## src/hdl/mip_pkg.sv

```systemverilog
// mip_pkg: constants and types of the monitor two-wire slave port
// assumes one 200 MHz core clock; straps arrive as two-bit level codes
package mip_pkg;
	localparam int CLK_PERIOD_NS = 5;
	localparam int TIMEOUT_MS = 28;
	localparam int TIMEOUT_CYCLES = TIMEOUT_MS * 1000000 / CLK_PERIOD_NS;
	localparam int SPIKE_FS_NS = 50;
	localparam int SPIKE_HS_NS = 10;
	localparam int SPIKE_FS_CYCLES = SPIKE_FS_NS / CLK_PERIOD_NS;
	localparam int SPIKE_HS_CYCLES = SPIKE_HS_NS / CLK_PERIOD_NS;
	localparam logic [2:0] ADDR_PREFIX = 3'h4;
	localparam logic [7:0] GC_ADDR_BYTE = 8'h00;
	localparam logic [7:0] GC_RESET_CMD = 8'h06;
	localparam logic [4:0] HS_CODE_PREFIX = 5'h01;
	localparam logic [7:0] PTR_CONFIG = 8'h00;
	localparam logic [7:0] PTR_SHUNT = 8'h01;
	localparam logic [7:0] PTR_BUS = 8'h02;
	localparam logic [7:0] PTR_POWER = 8'h03;
	localparam logic [7:0] PTR_CURRENT = 8'h04;
	localparam logic [7:0] PTR_CALIB = 8'h05;
	localparam logic [15:0] CONFIG_RESET = 16'h399f;
	localparam logic [15:0] CALIB_RESET = 16'h0000;
	localparam int CFG_RST_BIT = 15;
	localparam logic [3:0] BITS_PER_BYTE = 4'h8;
	typedef enum logic [2:0] {
		MIP_IDLE = 3'b000, MIP_RX = 3'b001, MIP_ACK = 3'b010,
		MIP_TX = 3'b011, MIP_MACK = 3'b100, MIP_IGNORE = 3'b101
	} mip_state_t;
	typedef enum logic [2:0] {
		MIP_K_ADDR = 3'b000, MIP_K_PTR = 3'b001, MIP_K_WHI = 3'b010,
		MIP_K_WLO = 3'b011, MIP_K_GC = 3'b100, MIP_K_READ = 3'b101, MIP_K_DONE = 3'b110
	} mip_kind_t;
endpackage

```

## src/hdl/mip_reg_if.sv

```systemverilog
// mip_reg_if: link between the bus engine and the register bank
// assumes both ends run on the core clock
`timescale 1ns/1ps
`default_nettype none
interface mip_reg_if;
	logic wr;
	logic [7:0] ptr;
	logic [15:0] wdata;
	logic dev_rst;
	logic [15:0] rdata;
	logic [15:0] cfg_q;
	logic [15:0] calib_q;
	modport ctl (output wr, ptr, wdata, dev_rst, input rdata, cfg_q, calib_q);
	modport bank (input wr, ptr, wdata, dev_rst, output rdata, cfg_q, calib_q);
endinterface
`default_nettype wire

```

## src/hdl/mip_glitch_filter.sv

```systemverilog
// mip_glitch_filter: two-flop synchroniser and spike suppressor for one bus line
// assumes an idle-high open-drain line sampled by the core clock
`timescale 1ns/1ps
`default_nettype none
module mip_glitch_filter (
	// clock and reset
	input wire logic clk_in,
	input wire logic resetn_in,
	// line and mode
	input wire logic raw_in,
	input wire logic hs_in,
	output logic clean_out
);
	logic meta;
	logic sync;
	logic [3:0] run;
	logic [3:0] limit;

	// shorter window in high-speed mode; both stay well under a 2.56 MHz high phase
	assign limit = hs_in ? 4'(mip_pkg::SPIKE_HS_CYCLES) : 4'(mip_pkg::SPIKE_FS_CYCLES);

	always_ff @(posedge clk_in)
	begin
		if (!resetn_in)
		begin
			meta <= 1'b1;
			sync <= 1'b1;
		end
		else
		begin
			meta <= raw_in;
			sync <= meta;
		end
	end

	// a level must persist for limit cycles before it is believed
	always_ff @(posedge clk_in)
	begin
		if (!resetn_in)
		begin
			run <= 4'h0;
			clean_out <= 1'b1;
		end
		else if (sync == clean_out)
			run <= 4'h0;
		else if (run >= limit - 4'h1)
		begin
			clean_out <= sync;
			run <= 4'h0;
		end
		else
			run <= run + 4'h1;
	end
endmodule // mip_glitch_filter
`default_nettype wire

```

## src/hdl/mip_reg_bank.sv

```systemverilog
// mip_reg_bank: writable configuration and calibration, read multiplexer
// assumes measurement results arrive on the core clock
`timescale 1ns/1ps
`default_nettype none
module mip_reg_bank (
	// clock and reset
	input wire logic clk_in,
	input wire logic resetn_in,
	// measurement results
	input wire logic [15:0] shunt_in,
	input wire logic [15:0] bus_in,
	input wire logic [15:0] current_in,
	input wire logic [15:0] power_in,
	// engine side
	mip_reg_if.bank regs
);
	logic calibrated;

	assign calibrated = (regs.calib_q != 16'h0000);

	// reset beats a coinciding write, so the reset bit never stays set
	always_ff @(posedge clk_in)
	begin
		if (!resetn_in || regs.dev_rst)
		begin
			regs.cfg_q <= mip_pkg::CONFIG_RESET;
			regs.calib_q <= mip_pkg::CALIB_RESET;
		end
		else if (regs.wr && regs.ptr == mip_pkg::PTR_CONFIG)
			regs.cfg_q <= regs.wdata;
		else if (regs.wr && regs.ptr == mip_pkg::PTR_CALIB)
			regs.calib_q <= regs.wdata;
	end

	always_ff @(posedge clk_in)
	begin
		if (!resetn_in)
			regs.rdata <= 16'h0000;
		else if (regs.ptr == mip_pkg::PTR_CONFIG)
			regs.rdata <= regs.cfg_q;
		else if (regs.ptr == mip_pkg::PTR_SHUNT)
			regs.rdata <= shunt_in;
		else if (regs.ptr == mip_pkg::PTR_BUS)
			regs.rdata <= bus_in;
		else if (regs.ptr == mip_pkg::PTR_POWER)
			regs.rdata <= calibrated ? power_in : 16'h0000;
		else if (regs.ptr == mip_pkg::PTR_CURRENT)
			regs.rdata <= calibrated ? current_in : 16'h0000;
		else if (regs.ptr == mip_pkg::PTR_CALIB)
			regs.rdata <= regs.calib_q;
		else
			regs.rdata <= 16'h0000;
	end
endmodule // mip_reg_bank
`default_nettype wire

```

## src/hdl/mip_slave.sv

```systemverilog
// mip_slave: two-wire slave port of a current and power monitor
// assumes raw bus pins and straps are asynchronous; results come on clk_in
`timescale 1ns/1ps
`default_nettype none
module mip_slave #(
	parameter int TIMEOUT_CYCLES = mip_pkg::TIMEOUT_CYCLES,
	parameter int TO_W = 23
) (
	// clock and reset
	input wire logic clk_in,
	input wire logic resetn_in,
	// two-wire bus pins
	input wire logic scl_in,
	input wire logic sda_in,
	output logic scl_out,
	output logic scl_oe_out,
	output logic sda_out,
	output logic sda_oe_out,
	// address straps as level codes: 0 ground, 1 supply, 2 data, 3 clock
	input wire logic [1:0] addr_strap_high_in,
	input wire logic [1:0] addr_strap_low_in,
	// results from the conversion engine
	input wire logic [15:0] shunt_data_in,
	input wire logic [15:0] bus_data_in,
	input wire logic [15:0] current_data_in,
	input wire logic [15:0] power_data_in,
	// state seen by the rest of the device
	output logic [15:0] config_out,
	output logic [15:0] calib_out,
	output logic hs_mode_out,
	output logic dev_reset_out
);
	// ----------------------------------------------------------------
	// declarations
	// ----------------------------------------------------------------
	mip_reg_if regs ();
	mip_pkg::mip_state_t state;
	mip_pkg::mip_kind_t kind;
	mip_pkg::mip_kind_t next_kind;
	logic scl_f;
	logic sda_f;
	logic scl_q;
	logic sda_q;
	logic scl_rise;
	logic scl_fall;
	logic start_cond;
	logic stop_cond;
	logic [3:0] strap_meta;
	logic [3:0] strap_sync;
	logic [6:0] slave_addr;
	logic [3:0] bitcnt;
	logic [7:0] rx_byte;
	logic [7:0] tx_shift;
	logic [15:0] tx_word;
	logic [7:0] hi_byte;
	logic [7:0] pointer;
	logic tx_low;
	logic mack_ok;
	logic sda_drive;
	logic hs_mode;
	logic wr_pulse;
	logic [15:0] wr_data;
	logic rst_pulse;
	logic [TO_W-1:0] to_cnt;
	logic timeout;
	logic byte_end;
	logic addr_hit;
	logic gc_hit;
	logic hs_code;
	logic gc_reset;
	logic ack_now;

	// ----------------------------------------------------------------
	// line conditioning
	// ----------------------------------------------------------------
	mip_glitch_filter u_scl_filter (
		.clk_in(clk_in),
		.resetn_in(resetn_in),
		.raw_in(scl_in),
		.hs_in(hs_mode),
		.clean_out(scl_f)
	);

	mip_glitch_filter u_sda_filter (
		.clk_in(clk_in),
		.resetn_in(resetn_in),
		.raw_in(sda_in),
		.hs_in(hs_mode),
		.clean_out(sda_f)
	);

	always_ff @(posedge clk_in)
	begin
		if (!resetn_in)
		begin
			scl_q <= 1'b1;
			sda_q <= 1'b1;
		end
		else
		begin
			scl_q <= scl_f;
			sda_q <= sda_f;
		end
	end

	assign scl_rise = scl_f && !scl_q;
	assign scl_fall = !scl_f && scl_q;
	// data moving under a high clock is framing, never data
	assign start_cond = scl_f && scl_q && sda_q && !sda_f;
	assign stop_cond = scl_f && scl_q && !sda_q && sda_f;

	// ----------------------------------------------------------------
	// address straps
	// ----------------------------------------------------------------
	always_ff @(posedge clk_in)
	begin
		if (!resetn_in)
		begin
			strap_meta <= 4'h0;
			strap_sync <= 4'h0;
		end
		else
		begin
			strap_meta <= {addr_strap_high_in, addr_strap_low_in};
			strap_sync <= strap_meta;
		end
	end

	// straps are taken afresh at each start, so late strap changes apply next time
	always_ff @(posedge clk_in)
	begin
		if (!resetn_in)
			slave_addr <= {mip_pkg::ADDR_PREFIX, 4'h0};
		else if (start_cond)
			slave_addr <= {mip_pkg::ADDR_PREFIX, strap_sync};
	end

	// ----------------------------------------------------------------
	// byte decode
	// ----------------------------------------------------------------
	assign byte_end = (state == mip_pkg::MIP_RX) && scl_fall && (bitcnt == mip_pkg::BITS_PER_BYTE);
	assign addr_hit = (kind == mip_pkg::MIP_K_ADDR) && (rx_byte[7:1] == slave_addr);
	assign gc_hit = (kind == mip_pkg::MIP_K_ADDR) && (rx_byte == mip_pkg::GC_ADDR_BYTE);
	assign hs_code = (kind == mip_pkg::MIP_K_ADDR) && (rx_byte[7:3] == mip_pkg::HS_CODE_PREFIX);
	assign gc_reset = (kind == mip_pkg::MIP_K_GC) && (rx_byte == mip_pkg::GC_RESET_CMD);

	always_comb
	begin
		ack_now = 1'b0;
		next_kind = mip_pkg::MIP_K_DONE;
		case (kind)
			mip_pkg::MIP_K_ADDR:
			begin
				ack_now = addr_hit || gc_hit;
				if (gc_hit)
					next_kind = mip_pkg::MIP_K_GC;
				else if (rx_byte[0])
					next_kind = mip_pkg::MIP_K_READ;
				else
					next_kind = mip_pkg::MIP_K_PTR;
			end
			mip_pkg::MIP_K_PTR:
			begin
				ack_now = 1'b1;
				next_kind = mip_pkg::MIP_K_WHI;
			end
			mip_pkg::MIP_K_WHI:
			begin
				ack_now = 1'b1;
				next_kind = mip_pkg::MIP_K_WLO;
			end
			mip_pkg::MIP_K_WLO:
			begin
				ack_now = 1'b1;
				next_kind = mip_pkg::MIP_K_DONE;
			end
			mip_pkg::MIP_K_GC:
			begin
				ack_now = gc_reset;
				next_kind = mip_pkg::MIP_K_DONE;
			end
			default:
			begin
				ack_now = 1'b0;
				next_kind = mip_pkg::MIP_K_DONE;
			end
		endcase
	end

	// ----------------------------------------------------------------
	// stall watchdog
	// ----------------------------------------------------------------
	// any clock edge proves the master is alive; only a frozen clock counts
	always_ff @(posedge clk_in)
	begin
		if (!resetn_in || state == mip_pkg::MIP_IDLE || scl_rise || scl_fall || start_cond)
			to_cnt <= '0;
		else if (!timeout)
			to_cnt <= to_cnt + TO_W'(1);
	end

	assign timeout = (to_cnt == TO_W'(TIMEOUT_CYCLES - 1));

	// ----------------------------------------------------------------
	// bit and byte engine
	// ----------------------------------------------------------------
	// the data line is only pulled low after a falling clock edge; start, stop and timeout release it at once
	always_ff @(posedge clk_in)
	begin
		if (!resetn_in)
		begin
			state <= mip_pkg::MIP_IDLE;
			kind <= mip_pkg::MIP_K_ADDR;
			bitcnt <= 4'h0;
			rx_byte <= 8'h00;
			tx_shift <= 8'h00;
			tx_low <= 1'b0;
			mack_ok <= 1'b0;
			sda_drive <= 1'b0;
		end
		else if (start_cond)
		begin
			state <= mip_pkg::MIP_RX;
			kind <= mip_pkg::MIP_K_ADDR;
			bitcnt <= 4'h0;
			tx_low <= 1'b0;
			sda_drive <= 1'b0;
		end
		else if (stop_cond || timeout)
		begin
			state <= mip_pkg::MIP_IDLE;
			sda_drive <= 1'b0;
		end
		else
		begin
			case (state)
				mip_pkg::MIP_RX:
				begin
					if (scl_rise && bitcnt != mip_pkg::BITS_PER_BYTE)
					begin
						rx_byte <= {rx_byte[6:0], sda_f};
						bitcnt <= bitcnt + 4'h1;
					end
					else if (byte_end)
					begin
						bitcnt <= 4'h0;
						kind <= next_kind;
						if (ack_now)
						begin
							state <= mip_pkg::MIP_ACK;
							sda_drive <= 1'b1;
						end
						else
							state <= mip_pkg::MIP_IGNORE;
					end
				end
				mip_pkg::MIP_ACK:
				begin
					if (scl_fall)
					begin
						if (kind == mip_pkg::MIP_K_READ)
						begin
							state <= mip_pkg::MIP_TX;
							tx_shift <= tx_word[15:8];
							sda_drive <= !tx_word[15];
							mack_ok <= 1'b0;
						end
						else if (kind == mip_pkg::MIP_K_DONE)
						begin
							state <= mip_pkg::MIP_IGNORE;
							sda_drive <= 1'b0;
						end
						else
						begin
							state <= mip_pkg::MIP_RX;
							sda_drive <= 1'b0;
						end
					end
				end
				mip_pkg::MIP_TX:
				begin
					if (scl_rise)
						bitcnt <= bitcnt + 4'h1;
					else if (scl_fall && bitcnt == mip_pkg::BITS_PER_BYTE)
					begin
						state <= mip_pkg::MIP_MACK;
						bitcnt <= 4'h0;
						sda_drive <= 1'b0;
					end
					else if (scl_fall)
					begin
						tx_shift <= {tx_shift[6:0], 1'b0};
						sda_drive <= !tx_shift[6];
					end
				end
				mip_pkg::MIP_MACK:
				begin
					if (scl_rise)
						mack_ok <= !sda_f;
					else if (scl_fall && mack_ok && !tx_low)
					begin
						state <= mip_pkg::MIP_TX;
						tx_shift <= tx_word[7:0];
						sda_drive <= !tx_word[7];
						tx_low <= 1'b1;
						mack_ok <= 1'b0;
					end
					else if (scl_fall)
						state <= mip_pkg::MIP_IGNORE;
				end
				default:
				begin
					sda_drive <= 1'b0;
				end
			endcase
		end
	end

	// the read word is frozen at the address byte so a mid-read update cannot tear it
	always_ff @(posedge clk_in)
	begin
		if (!resetn_in)
			tx_word <= 16'h0000;
		else if (byte_end && addr_hit && rx_byte[0])
			tx_word <= regs.rdata;
	end

	// ----------------------------------------------------------------
	// pointer, write path and device reset
	// ----------------------------------------------------------------
	// reads never touch the pointer, so repeated reads see one register
	always_ff @(posedge clk_in)
	begin
		if (!resetn_in || rst_pulse)
			pointer <= mip_pkg::PTR_CONFIG;
		else if (byte_end && kind == mip_pkg::MIP_K_PTR)
			pointer <= rx_byte;
	end

	always_ff @(posedge clk_in)
	begin
		if (!resetn_in)
			hi_byte <= 8'h00;
		else if (byte_end && kind == mip_pkg::MIP_K_WHI)
			hi_byte <= rx_byte;
	end

	always_ff @(posedge clk_in)
	begin
		if (!resetn_in)
		begin
			wr_pulse <= 1'b0;
			wr_data <= 16'h0000;
			rst_pulse <= 1'b0;
		end
		else
		begin
			wr_pulse <= byte_end && kind == mip_pkg::MIP_K_WLO;
			if (byte_end && kind == mip_pkg::MIP_K_WLO)
				wr_data <= {hi_byte, rx_byte};
			// config bit 15 and the general-call reset share one path
			rst_pulse <= (byte_end && kind == mip_pkg::MIP_K_WLO
				&& pointer == mip_pkg::PTR_CONFIG
				&& hi_byte[mip_pkg::CFG_RST_BIT - 8]) || (byte_end && gc_reset);
		end
	end

	// ----------------------------------------------------------------
	// high-speed mode
	// ----------------------------------------------------------------
	always_ff @(posedge clk_in)
	begin
		if (!resetn_in || rst_pulse)
			hs_mode <= 1'b0;
		else if (stop_cond)
			hs_mode <= 1'b0;
		else if (byte_end && hs_code)
			hs_mode <= 1'b1;
	end

	// ----------------------------------------------------------------
	// register bank and outputs
	// ----------------------------------------------------------------
	assign regs.wr = wr_pulse;
	assign regs.ptr = pointer;
	assign regs.wdata = wr_data;
	assign regs.dev_rst = rst_pulse;

	mip_reg_bank u_bank (
		.clk_in(clk_in),
		.resetn_in(resetn_in),
		.shunt_in(shunt_data_in),
		.bus_in(bus_data_in),
		.current_in(current_data_in),
		.power_in(power_data_in),
		.regs(regs.bank)
	);

	// slave only: the clock line is never driven, data is open-drain low
	always_ff @(posedge clk_in)
	begin
		if (!resetn_in)
		begin
			scl_out <= 1'b0;
			scl_oe_out <= 1'b0;
			sda_out <= 1'b0;
		end
		else
		begin
			scl_out <= 1'b0;
			scl_oe_out <= 1'b0;
			sda_out <= 1'b0;
		end
	end

	assign sda_oe_out = sda_drive;
	assign hs_mode_out = hs_mode;
	assign dev_reset_out = rst_pulse;
	assign config_out = regs.cfg_q;
	assign calib_out = regs.calib_q;
endmodule // mip_slave
`default_nettype wire

```

## config.mk

```make
export PLATFORM = sky130hd
export DESIGN_NAME = mip_slave
export DESIGN_NICKNAME = d
export VERILOG_FILES = /design/src/hdl/mip_pkg.sv /design/src/hdl/mip_reg_if.sv /design/src/hdl/mip_glitch_filter.sv /design/src/hdl/mip_reg_bank.sv /design/src/hdl/mip_slave.sv
export SDC_FILE = /design/constraint.sdc
export NUM_CORES = 1
export LEC_CHECK = 0
export BUFFER_PORTS_ARGS = -buffer_cell sky130_fd_sc_hd__buf_4
export CORE_ASPECT_RATIO = 0.5
export CORE_MARGIN = 1
export CORE_UTILIZATION = 52
export CTS_CLUSTER_DIAMETER = 150
export DETAILED_ROUTE_END_ITERATION = 16
export PLACE_DENSITY = 0.84
export SETUP_SLACK_MARGIN = 0.4
export SLEW_MARGIN = 0
export SYNTH_ARGS = -nofsm -noshare
export SYNTH_HDL_FRONTEND = slang
export SYNTH_SLANG_ARGS = --single-unit
```

## constraint.sdc

```tcl
create_clock -name clk_in -period 2.1 [get_ports clk_in]
set_clock_uncertainty 0.15 [all_clocks]
set_input_delay 0.315 -clock clk_in [delete_from_list [all_inputs] [get_ports clk_in]]
set_output_delay 0.315 -clock clk_in [all_outputs]
set_load 0.1 [all_outputs]
```

==> results.cfg, run 1 <==
[logic_synthesis]
synth_seq_cells = 178
post-synth-top-area-cell = sky130_fd_sc_hd__dfxtp_1
synth_area_leaders = sky130_fd_sc_hd__dfxtp_1 (42%), sky130_fd_sc_hd__mux2i_1 (5.7%), sky130_fd_sc_hd__nand2_1 (5.4%)
asyncSetResetFlopFracSynth_pct = 0
ys.warnings.count = 0
synth_top_area_share_pct = 42.4
summed_instance_area_of_the_synthesized_netlist_um2 = 8400
synth_enable_flop_cells = 0
dominantRegCellSynth = sky130_fd_sc_hd__dfxtp_1
yosys.cell_types.count = 74
synth_seq_area_share_pct = 42.4
postSynthCellCount = 1006
synthesized_area_per_cell_um2 = 8.35

[floorplan]
initial_utilization_pct = 53.9
die-height_um = 91.9
top_level_ports = 110
fp-row-count = 32
dieWidth_um = 182

[sta]
worst_endpoint = pointer[2]$_SDFFE_PP0P_/D
worst_path_end_type = sequential cell input

[clocking]
max-clock-path-buffers = 2
clock-sinks = 178
tritoncts_buffer_count = 17
cts_max_level = 4
cts.root.buffer_cell = sky130_fd_sc_hd__clkbuf_16

[placement]
routabilityCongestion = 1.02
place.port_buffers = 106
place.detailed.hpwl_mm = 17.1

[grt]
grt_usage_pct = 61.8
maximum_number_of_pins_on_one_net_before_global_route_repair = 62
grt_overflow = 2

[outcome]
run_status = did not finish
error_that_halted_the_flow = [ERROR GRT-0232] Routing congestion too high. Check the congestion heatmap in the GUI.
flow.stopped_at = global routing
[cells by family after synthesis]
logic type / count (synthesis) / share of synthesized area, %
buf+inv: 105 / 5.51
mux: 48 / 5.72
flops: 178 / 42.4
xor+xnor: 27 / 2.82
simple gates: 409 / 24.6
compound gates: 227 / 17.3
other cells: 1 / 0.0447
fa+ha+maj: 11 / 1.64
[through the flow]
stage / setup WS (ns) / hold slack, ns / cell area (um2) / cells
after floorplan: 0.0885 / 0.236 / 8990 / 1008
after global placement: 0.0668 / 0.243 / 10100 / 1313
after detailed placement: 0.00877 / 0.250 / 10100 / 1313
after CTS: 0.0681 / 0.000828 / 12200 / 1415
[cell usage after synthesis, drive strengths merged (3+ instances only)]
cell and n:
inv 32, o211a 13, buf 22, nand3b 4
or3 11, nor3 29, xnor2 13, o22ai 5
nand2 120, nand4 8, dfxtp 178, clkbuf 51
and2 14, mux2i 48, or4 6, and3b 3
nand2b 13, nor2b 20, a211oi 15, nor4 10
o21ai 57, and3 8, o31ai 4, ha 11
o21a 7, a221oi 4, a21oi 91, nand3 42
a31oi 6, nor3b 8, o221ai 6, and4 4
xor2 14, nor2 99
[what timing repair did]
| item | 4_1_cts |
|---|---|
| setup endpoints to repair | 148 |
| pin swaps | 104 |
| gates cloned | 13 |
| hold endpoints to repair | 6 |
| resized for setup | 202 |
| hold buffers | 6 |
| setup buffers | 51 |
[per-layer routing]
| metal | overflow | track usage [%] |
|---|---|---|
| met1 | 0 | 64.5 |
| met2 | 1 | 82.7 |
| met3 | 0 | 42.6 |
| met4 | 1 | 54.6 |
| met5 | 0 | 9.23 |
==> run 2, diff against run 1 <==
--- a/config.mk
+++ b/config.mk
@@ -6,13 +6,10 @@
 export NUM_CORES = 1
 export LEC_CHECK = 0
 export BUFFER_PORTS_ARGS = -buffer_cell sky130_fd_sc_hd__buf_4
-export CORE_ASPECT_RATIO = 0.5
 export CORE_MARGIN = 1
-export CORE_UTILIZATION = 52
-export CTS_CLUSTER_DIAMETER = 150
+export CORE_UTILIZATION = 40
 export DETAILED_ROUTE_END_ITERATION = 16
-export PLACE_DENSITY = 0.84
-export SETUP_SLACK_MARGIN = 0.4
+export PLACE_DENSITY_LB_ADDON = 0.15
 export SLEW_MARGIN = 0
 export SYNTH_ARGS = -nofsm -noshare
 export SYNTH_HDL_FRONTEND = slang
==> constraint.sdc (replaced) <==
create_clock -name clk_in -period 2.75 [get_ports clk_in]
set_clock_uncertainty 0.15 [all_clocks]
set_input_delay 0.4125 -clock clk_in [delete_from_list [all_inputs] [get_ports clk_in]]
set_output_delay 0.4125 -clock clk_in [all_outputs]
set_load 0.1 [all_outputs]
==> results.cfg, run 2 <==
[clocking]
tritoncts = yes
cts.clk_slew.worst_paths_ns = 0.08
tritoncts_buffer_count = 17
cts_max_level = 4
worstSkewPairLatency_ns = 0.44
clock-sinks = 178
max-clock-path-buffers = 2
cts.root.buffer_cell = sky130_fd_sc_hd__clkbuf_16
cts_setup_buffers = 0

[setup_path]
cp.required_ns = 2.91
reg2reg_setup_slack_ns = 0.29
worstReg2RegEnd = u_bank.regs.rdata[13]
max_fo_critical_path = 21
type_of_origin_of_the_critical_path = register
cp_cell_sequence = or3_1 > nor4_2 > buf_4 > nand2_1 > a211oi_1 > nor3_1
r2r.worst_path.cells = 6
critical_path_s_largest_stage_delay_ns = 0.45
crit-reg2reg-launch = pointer[5]
worst-path-buf-inv = 1
criticalPathCategory = reg -> reg
critPathCaptureType = register
crit_path_arrival_time_ns = 2.62
cp_top_family = simple AND/OR/NAND/NOR gates
timing.critical_path.slowest_stage_cell = sky130_fd_sc_hd__or3_1

[cells_and_area]
top_register = to_cnt
ratio_of_cells_with_drive_above_1_in_the_final_layout_pct = 18.0
antenna-diode-count = 0
fillers = 2031
final_nets = 1176
largest_register_ff_count = 23
most-common-layout-cells = sky130_fd_sc_hd__dfxtp_1 (178), sky130_fd_sc_hd__buf_4 (137), sky130_fd_sc_hd__nand2_1 (120), sky130_fd_sc_hd__nor2_1 (98), sky130_fd_sc_hd__a21oi_1 (80)
final_cells = 1376
layout.cells.most_common = sky130_fd_sc_hd__dfxtp_1
area_added_between_synthesis_and_finish_pct = 19.5

[logic_synthesis]
synth_enable_flop_cells = 0
synth_top_area_share_pct = 42.4
yosysMostFrequentCell = sky130_fd_sc_hd__dfxtp_1
postSynthCellCount = 1006
synth_seq_cells = 178
synth_seq_area_share_pct = 42.4
asyncSetResetFlopFracSynth_pct = 0
yosys.cell_types.count = 74
ys.warnings.count = 0
synth_area_leaders = sky130_fd_sc_hd__dfxtp_1 (42%), sky130_fd_sc_hd__mux2i_1 (5.7%), sky130_fd_sc_hd__nand2_1 (5.4%)
summed_instance_area_of_the_synthesized_netlist_um2 = 8400
commonest_cells_in_the_netlist = sky130_fd_sc_hd__dfxtp_1 (178), sky130_fd_sc_hd__nand2_1 (120), sky130_fd_sc_hd__nor2_1 (98)
dominantRegCellSynth = sky130_fd_sc_hd__dfxtp_1
synthesized_area_per_cell_um2 = 8.35
post-synth-top-area-cell = sky130_fd_sc_hd__dfxtp_1

[pwr]
cell_leakage_power_uw = 0.00417
power.ir.vdd_worst_mv = 0.400
power.density_cell_area_nw_per_um2 = 514

[outcome]
run_status = finished clean

[placement]
place_inst = 1342
routabilityCongestion = 0.876
place.port_buffers = 106
place.detailed.hpwl_mm = 17.2

[route]
vias_per_cell = 5.44
vias = 7482
ant_nets = 0
drt_iter0_markers = 482
post_drt_wl_per_cell_um = 17.4
detail_route.drc_violations = 0
finalWirelength_mm = 23.9
drtPass1Iterations = 6

[floorplan]
die-height_um = 147
floorplan.core_area_um2 = 20400
top_level_ports = 110
initial_utilization_pct = 41.1
fp-row-count = 52
dieWidth_um = 147
fp.dieArea_um2 = 21600

[sta]
final_hold_viol_count = 0
worst_slew_margin_rel_pct = 53.1
drv_slew = 0
setup_viol_count_final = 0
grt_setup_unrepaired = no
timing.fmax_mhz = 407
setup_tns_ns = 0
min_period_over_period_pct = 89.4
finalHoldWorstSlack_ns = 0.0251
worst-slew-pin-transition_ns = 0.704
finalCriticalPeriod_ns = 2.46

[min_path]
min_to = strap_meta[2]
timing.hold.worst.start = addr_strap_high_in[0]
timing.hold.worst.class = in -> reg
hold-path-cell-count = 2

[grt]
maximum_number_of_pins_on_one_net_before_global_route_repair = 32
grt_pass1_wl_mm = 38.7
grt_usage_pct = 22.8
grt_antenna_before_repair = 0
grt_overflow = 0
number_of_global_route_vias_before_repair = 7088

[flow_run]
timing.max_cap.violations = 0
[run 2: cell counts after synthesis]
No cell type changed its count.
[run 2: power by group]
group | total (uW) | switching, uW | internal, uW | leakage, uW
clock network | 2370 | 1150 | 1230 | 0.000271
registers | 2600 | 7.75 | 2590 | 0.00144
logic | 184 | 93.8 | 89.7 | 0.00246
[run 2: cell families after synthesis]
kind of cell | after synthesis | share of synthesized area [%]
AOI/OAI and AO/OA | 227 | 17.3
xor gates and xnor gates | 27 | 2.82
adders and majority gates | 11 | 1.64
buffers and inverters | 105 | 5.51
DFF | 178 | 42.4
muxes | 48 | 5.72
other | 1 | 0.0447
and+or+nand+nor | 409 | 24.6
[run 2: stage by stage]
| stage | util, % | worst slack (ns) | power (uW) | cell area, um2 |
|---|---|---|---|---|
| after detailed placement | 46.2 | 0.388 | 2840 | 9440 |
| after floorplan | - | 0.404 | 2740 | 8400 |
| after global placement | 46.2 | 0.430 | 2840 | 9440 |
| after CTS | 49.1 | 0.335 | 5210 | 10000 |
| after global routing | 49.1 | 0.129 | 5330 | 10000 |
| final | 49.1 | 0.293 | 5150 | 10000 |
[run 2: repair_timing]
action,in CTS,in global routing
hold buffers,2,0
resized for setup,0,0
hold endpoints to repair,2,0
[run 2: area by class of cell]
type	count	area, um2	area share [%]
clock buffer	18	439	4.38
multi-input combinational	725	4390	43.7
tap	270	338	3.37
timing repair buffer	139	1050	10.4
clock inverter	14	140	1.40
sequential	178	3560	35.5
inverter	32	120	1.20
[run 2: worst max-delay path by stage]
stage | start | endpoint | cells past startpoint
global route | pointer[5] | u_bank.regs.rdata[3] | 6
finish | pointer[5] | u_bank.regs.rdata[13] | 6
global placement | pointer[5] | u_bank.regs.rdata[7] | 6
detailed placement | pointer[5] | u_bank.regs.rdata[4] | 6
floorplan | u_bank.regs.calib_q[0] | u_bank.regs.rdata[10] | 7
CTS | pointer[5] | u_bank.regs.rdata[13] | 6
[run 2: worst reg2reg max path, cell delays in order, from the launching register on]
cell and delay (ns):
sky130_fd_sc_hd__dfxtp_1 0.31, sky130_fd_sc_hd__or3_1 0.45, sky130_fd_sc_hd__nor4_2 0.16, sky130_fd_sc_hd__buf_4 0.28
sky130_fd_sc_hd__nand2_1 0.43, sky130_fd_sc_hd__a211oi_1 0.44, sky130_fd_sc_hd__nor3_1 0.11
[run 2: layer usage]
layer  vias to the layer above  global-route usage (%)  share of wire (%)
met4                         0                    8.13                2.6
li1                       3681                       -                  -
met2                       196                    36.2                 47
met5                         -                       0                  0
met3                        39                    4.16                4.6
met1                      3566                    30.9                 46
(Power assumes the default switching activity.)
